$ cat config.mk
export PLATFORM = sky130hd
export DESIGN_NAME = status_led_output_mux
export DESIGN_NICKNAME = d
export VERILOG_FILES = /design/src/verilog/status_led_pkg.sv /design/src/verilog/status_src_if.sv /design/src/verilog/status_led_output_mux.sv /design/src/verilog/status_pin_select.sv /design/src/verilog/status_pin_driver.sv
export SDC_FILE = /design/constraint.sdc
export NUM_CORES = 1
export LEC_CHECK = 0
export BUFFER_PORTS_ARGS = -buffer_cell sky130_fd_sc_hd__buf_2
export CAP_MARGIN = 0
export CORE_MARGIN = 2
export CORE_UTILIZATION = 30
export DETAILED_ROUTE_END_ITERATION = 8
export SLEW_MARGIN = 30
export SYNTH_ARGS = -nofsm -noshare
export SYNTH_HDL_FRONTEND = slang
export SYNTH_SLANG_ARGS = --single-unit
export TNS_END_PERCENT = 20
$ cat constraint.sdc
create_clock -name clk -period 0.95 [get_ports clk]
set_input_delay 0.095 -clock clk [delete_from_list [all_inputs] [get_ports clk]]
set_output_delay 0.095 -clock clk [all_outputs]
set_load 0.1 [all_outputs]
$ cat src/verilog/status_led_pkg.sv
`default_nettype none
package status_led_pkg;
  // ****************************************
  // register map and fields
  // ****************************************
  localparam logic [3:0] ADDR_CFG = 4'h0;
  localparam logic [3:0] ADDR_CTRL = 4'h4;
  localparam logic [3:0] ADDR_STATUS = 4'h8;
  localparam int CFG_WIDTH = 10;
  localparam int CFG_MODE_LSB = 0;
  localparam int CFG_MODE_WIDTH = 2;
  localparam int CFG_SWAP_BIT = 6;
  localparam int CFG_OD_LSB = 7;
  localparam int CTRL_EN_BIT = 0;
  localparam int STAT_DRIVING_BIT = 0;
  localparam int STAT_SYNC_BIT = 1;
  localparam int STAT_OUT_LSB = 2;
  localparam int STAT_OE_LSB = 5;
  localparam logic [9:0] CFG_RESET = 10'h000;
  localparam logic CTRL_RESET = 1'b0;
  // ****************************************
  // pins and pipeline
  // ****************************************
  localparam int PIN_COUNT = 3;
  localparam int PIN_LOW = 0;
  localparam int PIN_MID = 1;
  localparam int PIN_HIGH = 2;
  localparam int PIPE_LATENCY = 2;
  // ****************************************
  // types
  // ****************************************
  typedef enum logic [1:0] {
    MODE_PROTOCOL = 2'b00,
    MODE_TIMING = 2'b01,
    MODE_GUARDIAN = 2'b10
  } pin_mode_t;
  typedef enum logic [1:0] {
    PS_OTHER = 2'b00,
    PS_LISTENING = 2'b01,
    PS_COLD_START = 2'b10
  } proto_state_t;
endpackage
`default_nettype wire

$ cat src/verilog/status_src_if.sv
`timescale 1ns/10ps
`default_nettype none
interface status_src_if #(parameter int PINS = 3);
  // ****************************************
  // registered candidate levels per pin
  // ****************************************
  logic [PINS-1:0] protoLevel;
  logic [PINS-1:0] timingLevel;
  logic [PINS-1:0] guardLevel;
  modport source (output protoLevel, output timingLevel, output guardLevel);
  modport sink (input protoLevel, input timingLevel, input guardLevel);
endinterface
`default_nettype wire

$ cat src/verilog/status_led_output_mux.sv
// Our own choices: the register addresses and the plain strobed port.
`timescale 1ns/10ps
`default_nettype none
module status_led_output_mux #(
  parameter int PIN_COUNT = 3
) (
  input wire logic clk,
  input wire logic rst_b,
  input wire logic [3:0] addr,
  input wire logic [31:0] wdata,
  input wire logic wrStrobe,
  input wire logic rdStrobe,
  output logic [31:0] rdata,
  input wire logic controllerOn,
  input wire logic initActive,
  input wire logic [1:0] protoState,
  input wire logic integrationDone,
  input wire logic coldStartAck,
  input wire logic remotePinVoting,
  input wire logic protoActivity,
  input wire logic tcuTick,
  input wire logic tcuOverflow,
  input wire logic actionTime,
  input wire logic txGateActiveCh0,
  input wire logic txGateActiveCh1,
  output logic [2:0] statusPinOut,
  output logic [2:0] statusPinOe
);
  // ****************************************
  // parameter check
  // ****************************************
  if (PIN_COUNT != status_led_pkg::PIN_COUNT) begin : g_bad
    $error("status port has exactly three pins");
  end

  // ****************************************
  // register file
  // ****************************************
  logic [9:0] cfg_r;
  logic portEnable_r;
  logic [31:0] rdata_r;
  logic driving_r;
  logic syncValid_r;

  wire wrCfg = wrStrobe && (addr == status_led_pkg::ADDR_CFG);
  wire wrCtrl = wrStrobe && (addr == status_led_pkg::ADDR_CTRL);
  wire rdCfg = rdStrobe && (addr == status_led_pkg::ADDR_CFG);
  wire rdCtrl = rdStrobe && (addr == status_led_pkg::ADDR_CTRL);
  wire rdStat = rdStrobe && (addr == status_led_pkg::ADDR_STATUS);

  wire [31:0] cfgWord = {22'h000000, cfg_r};
  wire [31:0] ctrlWord = {31'h00000000, portEnable_r};
  wire [31:0] statWord = {24'h000000, statusPinOe, statusPinOut,
                          syncValid_r, driving_r};
  wire [31:0] rdataNxt = rdCfg ? cfgWord :
                         rdCtrl ? ctrlWord :
                         rdStat ? statWord : 32'h00000000;

  always_ff @(posedge clk or negedge rst_b) begin
    if (!rst_b) begin
      cfg_r <= status_led_pkg::CFG_RESET;
      portEnable_r <= status_led_pkg::CTRL_RESET;
      rdata_r <= 32'h00000000;
    end else begin
      if (wrCfg) begin
        cfg_r <= wdata[9:0];
      end
      if (wrCtrl) begin
        portEnable_r <= wdata[status_led_pkg::CTRL_EN_BIT];
      end
      rdata_r <= rdataNxt;
    end
  end
  assign rdata = rdata_r;

  // ****************************************
  // configuration fields
  // ****************************************
  wire swapProto = cfg_r[status_led_pkg::CFG_SWAP_BIT];
  wire [2:0] openDrain = cfg_r[status_led_pkg::CFG_OD_LSB +: 3];
  wire [1:0] modeLow = cfg_r[1:0];
  wire [1:0] modeMid = cfg_r[3:2];
  wire [1:0] modeHigh = cfg_r[5:4];

  // ****************************************
  // drive enable and cluster sync
  // ****************************************
  wire startDrive = portEnable_r && controllerOn && initActive;
  wire drivingNxt = startDrive || (driving_r && portEnable_r);
  wire syncFromListen = integrationDone &&
    (protoState == status_led_pkg::PS_LISTENING);
  wire syncFromCold = coldStartAck &&
    (protoState == status_led_pkg::PS_COLD_START);
  wire syncSet = syncFromListen || syncFromCold;
  wire syncValidNxt = syncSet || (syncValid_r && controllerOn);

  always_ff @(posedge clk or negedge rst_b) begin
    if (!rst_b) begin
      driving_r <= 1'b0;
      syncValid_r <= 1'b0;
    end else begin
      driving_r <= drivingNxt;
      syncValid_r <= syncValidNxt;
    end
  end

  // ****************************************
  // source registers
  // ****************************************
  status_src_if #(.PINS(3)) src();

  logic [2:0] proto_r;
  logic [2:0] timing_r;
  logic [2:0] guard_r;

  wire protoLowNxt = swapProto ? remotePinVoting : protoActivity;
  wire protoHighNxt = swapProto ? protoActivity : remotePinVoting;
  wire [2:0] protoNxt = {protoHighNxt, syncValid_r, protoLowNxt};
  wire [2:0] timingNxt = {tcuOverflow, tcuTick, 1'b0};
  wire [2:0] guardNxt = {actionTime, txGateActiveCh1, txGateActiveCh0};

  always_ff @(posedge clk or negedge rst_b) begin
    if (!rst_b) begin
      proto_r <= 3'h0;
      timing_r <= 3'h0;
      guard_r <= 3'h0;
    end else begin
      proto_r <= protoNxt;
      timing_r <= timingNxt;
      guard_r <= guardNxt;
    end
  end
  assign src.protoLevel = proto_r;
  assign src.timingLevel = timing_r;
  assign src.guardLevel = guard_r;

  // ****************************************
  // per pin selection and drivers
  // ****************************************
  wire [5:0] modeAll = cfg_r[5:0];
  for (genvar i = 0; i < 3; i++) begin : g_pin
    logic level;
    logic microSel;
    status_pin_select #(.PIN_INDEX(i)) u_sel (
      .src(src.sink),
      .mode(modeAll[2*i +: 2]),
      .level(level),
      .microSel(microSel)
    );
    status_pin_driver u_drv (
      .clk(clk),
      .rst_b(rst_b),
      .level(level),
      .microSel(microSel),
      .openDrain(openDrain[i]),
      .enable(driving_r),
      .pinOut(statusPinOut[i]),
      .pinOe(statusPinOe[i])
    );
  end

  // ****************************************
  // checking helpers
  // ****************************************
  logic [9:0] cfgD1_r;
  logic [9:0] cfgD2_r;
  logic drvD1_r;
  logic drvD2_r;
  always_ff @(posedge clk or negedge rst_b) begin
    if (!rst_b) begin
      cfgD1_r <= status_led_pkg::CFG_RESET;
      cfgD2_r <= status_led_pkg::CFG_RESET;
      drvD1_r <= 1'b0;
      drvD2_r <= 1'b0;
    end else begin
      cfgD1_r <= cfg_r;
      cfgD2_r <= cfgD1_r;
      drvD1_r <= driving_r;
      drvD2_r <= drvD1_r;
    end
  end
  wire steady = (cfg_r == cfgD1_r) && (cfgD1_r == cfgD2_r) &&
                drvD1_r && drvD2_r;
  wire ppHigh = steady && !openDrain[status_led_pkg::PIN_HIGH];
  wire ppMid = steady && !openDrain[status_led_pkg::PIN_MID];
  wire ppLow = steady && !openDrain[status_led_pkg::PIN_LOW];
endmodule
`default_nettype wire

$ cat src/verilog/status_pin_select.sv
`timescale 1ns/10ps
`default_nettype none
module status_pin_select #(
  parameter int PIN_INDEX = 0
) (
  status_src_if.sink src,
  input wire logic [1:0] mode,
  output logic level,
  output logic microSel
);
  // ****************************************
  // per pin source selection
  // ****************************************
  wire isTiming = (mode == status_led_pkg::MODE_TIMING);
  wire isGuard = (mode == status_led_pkg::MODE_GUARDIAN);
  assign level = isTiming ? src.timingLevel[PIN_INDEX] :
                 isGuard ? src.guardLevel[PIN_INDEX] :
                 src.protoLevel[PIN_INDEX];
  // microtick: main clock on the lowest pin
  assign microSel = isTiming && (PIN_INDEX == status_led_pkg::PIN_LOW);
endmodule
`default_nettype wire

$ cat src/verilog/status_pin_driver.sv
`timescale 1ns/10ps
`default_nettype none
module status_pin_driver (
  input wire logic clk,
  input wire logic rst_b,
  input wire logic level,
  input wire logic microSel,
  input wire logic openDrain,
  input wire logic enable,
  output logic pinOut,
  output logic pinOe
);
  logic out_r;
  logic oe_r;
  logic micro_r;
  logic od_r;
  logic en_r;
  logic tglPos_r;
  logic tglNeg_r;
  // ****************************************
  // output stage
  // ****************************************
  wire outNxt = openDrain ? 1'b0 : level;
  wire oeNxt = enable && (!openDrain || !level);
  always_ff @(posedge clk or negedge rst_b) begin
    if (!rst_b) begin
      out_r <= 1'b0;
      oe_r <= 1'b0;
      micro_r <= 1'b0;
      od_r <= 1'b0;
      en_r <= 1'b0;
      tglPos_r <= 1'b0;
    end else begin
      out_r <= outNxt;
      oe_r <= oeNxt;
      micro_r <= microSel;
      od_r <= openDrain;
      en_r <= enable;
      tglPos_r <= !tglPos_r;
    end
  end
  // ****************************************
  // clock replica, high in first half cycle
  // ****************************************
  always_ff @(negedge clk or negedge rst_b) begin
    if (!rst_b) begin
      tglNeg_r <= 1'b0;
    end else begin
      tglNeg_r <= tglPos_r;
    end
  end
  wire clkCopy = tglPos_r ^ tglNeg_r;
  assign pinOut = micro_r ? (!od_r && clkCopy) : out_r;
  assign pinOe = micro_r ? (en_r && (!od_r || !clkCopy)) : oe_r;
endmodule
`default_nettype wire

==> flow_summary.ini <==
[timing]
rsz0062_at_grt = yes
report.final.slew_viol_count = 0
finalSetupViolCount = 23
setup_slack_ps = -906
finClkSkew_ps = 6.34
finalHoldViolations = 0

[min_path]
min_path_cells = 2
worstHoldStart = protoState[1]
hp-class = primary input to flip-flop
hold_end = syncValid_r$_DFF_PN0_

[critical_path]
required_ps = 850
r2r-end = rdata[2]$_DFF_PN0_
worstSetupPathType = flip-flop to output pin
rrSetupSlack_ps = -630
worst-path-max-fanout = 2
arrival_ps = 1760
reg2reg_depth = 3
critPathLaunchType = flip-flop
critPathCaptureType = output pin
rr_startpoint = g_pin[0].u_drv.tglNeg_r$_DFF_NN0_

[global_routing]
grt_max_degree = 23
antenna_found_initial = 0
grt_use_total_pct = 11.9
grt_pass1_wl_um = 5750
overflow = 0
grt_pass1_vias = 1161

[run_status]
status = finished, violations left
violations = setup timing

[placement]
gp_congestion = 0.709
dp_slack_ps = -656
dp_cells = 258
dp_hpwl_um = 2560
place_area_um2 = 2320
port_buffers = 46

[routing]
route.detailed.drc = 0
via_per_inst = 4.11
routedWlPerCell_um = 12.6
drt-total-wl_um = 3420
drt_iter0_markers = 54
first_pass_iters = 3
vias = 1117
ant_nets = 0

[power_and_ir_drop]
peakVddDrop_uv = 1080
p_per_area_nw_per_um2 = 2180
power.leakage_uw = 0.00121

[yosys]
ys_seq_area_share_pct = 57.7
syn-cell-area_um2 = 1820
synth_flop_cell = dfrtp_1
synth_edf_count = 0
ys_top_cells_by_area = dfrtp_1, buf_4, mux2_2, mux2i_1, a22o_2
ys_types = 32
yosys.area.top_type = dfrtp_1
synth_async_sr_flop_share_pct = 100
ys_warn_count = 0
synthTopCellsByCount = dfrtp_1, buf_4, mux2_2
ys_ff_latch = 42
postSynthAreaPerCell_um2 = 13.5
synth_top_area_share_pct = 56.3
synthCells = 135
yosysMostFrequentCell = dfrtp_1

[layout]
multiInputGateArea_um2 = 624
register_area_um2 = 1050
drive_gt1_share_pct = 47.2
diodes = 0
design_area_um2 = 2510
n_fill_cell = 567
area_delta_synth_final_pct = 37.5
fin_nets = 249
final_cells = 272

[cts]
numCtsBuffers = 5
clk_pin_slew_ps = 70
cts-root-buf = clkbuf_8
htree_levels = 2
clockBufferDepth = 2
cts.sinks = 42
cts_tree = built
clk_latency_ps = 290

[die]
core_area_um2 = 5890
start_util_pct = 31.0
row_count = 28
die_h_um = 82.0
ios = 91
dieArea_um2 = 6720
die_w_um = 82.0

[run]
drv_cap = 0
-- state kept, by name, indices dropped and copies added, names as in the netlist, 2 cells and up --
| register | count |
|---|---|
| rdata | 10 |
| src.timingLevel | 2 |
| g_pin.u_drv.out_r | 3 |
| g_pin.u_drv.oe_r | 3 |
| guard_r | 3 |
| proto_r | 3 |
| cfg_r | 10 |
-- per-stage QoR --
step           setup TNS [ps]  power, µW  hold slack (ps)  utilization [%]
5_1_grt                 -4540       5710             31.4             42.6
3_5_place_dp            -3930       4090              127             39.3
3_3_place_gp            -3540       4060              122             39.3
2_1_floorplan           -2450       3640             -201                -
6_report                -3370       5450             25.0             42.6
4_1_cts                 -3680       5500             14.2             42.5
-- repair_timing --
item                                   CTS  global route
pin swaps                                0             2
gates resized for setup                  4             5
setup endpoints to repair               25            29
buffers inserted                         0             0
hold buffers                             6             0
endpoints found under the hold margin   47             0
-- routing by layer --
metal / GRT usage (%) / part of all wire [%] / up-vias
li1: - / - / 533
met4: 5.50 / 1.9 / 0
met1: 14.7 / 42 / 539
met5: 0 / 0 / -
met2: 19.3 / 52 / 38
met3: 3.08 / 5.0 / 7
-- power breakdown --
group	switching (µW)	leakage (µW)	total (µW)	internal [µW]
Sequential	227	0.000532	2260	2030
Clock	578	0.0000524	1360	786
Combinational	1180	0.000629	1830	657
Total	1980	0.00121	5450	3470
-- critical path, stage by stage (launching register included) --
cell	delay [ps]
dfrtn_1	430
xor2_2	170
a31o_2	210
buf_12	180
-- layout by cell type (no fill, tap or decap), drive strengths merged, types with 2 or more instances in the layout --
master	instances
a21boi	2
a21oi	2
a22o	7
and2	2
and3	2
buf	57
clkbuf	7
conb	22
dfrtp	41
dlygate4sd3	6
inv	3
mux2	13
mux2i	8
nand2	2
nand3b	2
nor2	3
nor2b	5
-- how the worst max path moves through the flow --
stage | start | to | slack [ps] | cells past startpoint
2_1_floorplan | g_pin[0].u_drv.tglNeg_r$_DFF_NN0_ | statusPinOe[0] | -550 | 3
3_3_place_gp | g_pin[0].u_drv.tglNeg_r$_DFF_NN0_ | statusPinOe[0] | -620 | 3
6_report | g_pin[0].u_drv.tglNeg_r$_DFF_NN0_ | statusPinOut[0] | -910 | 3
5_1_grt | g_pin[0].u_drv.tglNeg_r$_DFF_NN0_ | statusPinOut[0] | -980 | 3
3_5_place_dp | g_pin[0].u_drv.tglNeg_r$_DFF_NN0_ | statusPinOe[0] | -660 | 3
4_1_cts | g_pin[0].u_drv.tglNeg_r$_DFF_NN0_ | statusPinOut[0] | -930 | 3
-- cell type report --
| type | count | area share [%] |
|---|---|---|
| clock buffer | 7 | 3.05 |
| sequential | 42 | 42.0 |
| tap | 75 | 3.74 |
| inverter | 3 | 0.449 |
| multi-input combinational | 81 | 24.9 |
| clock inverter | 1 | 1.20 |
| timing repair buffer | 63 | 24.6 |
-- logic make-up (layout without fill, tap and decap cells) --
group / Yosys count / count (layout) / synth area share [%]
buf+inv: 33 / 74 / 13.4
mux: 21 / 21 / 12.4
simple gates: 20 / 20 / 8.37
xor+xnor: 2 / 2 / 0.961
compound gates: 16 / 16 / 7.00
flops: 42 / 42 / 57.7
other cells: 1 / 22 / 0.206
Note: power is estimated with default switching activity, not from simulation.
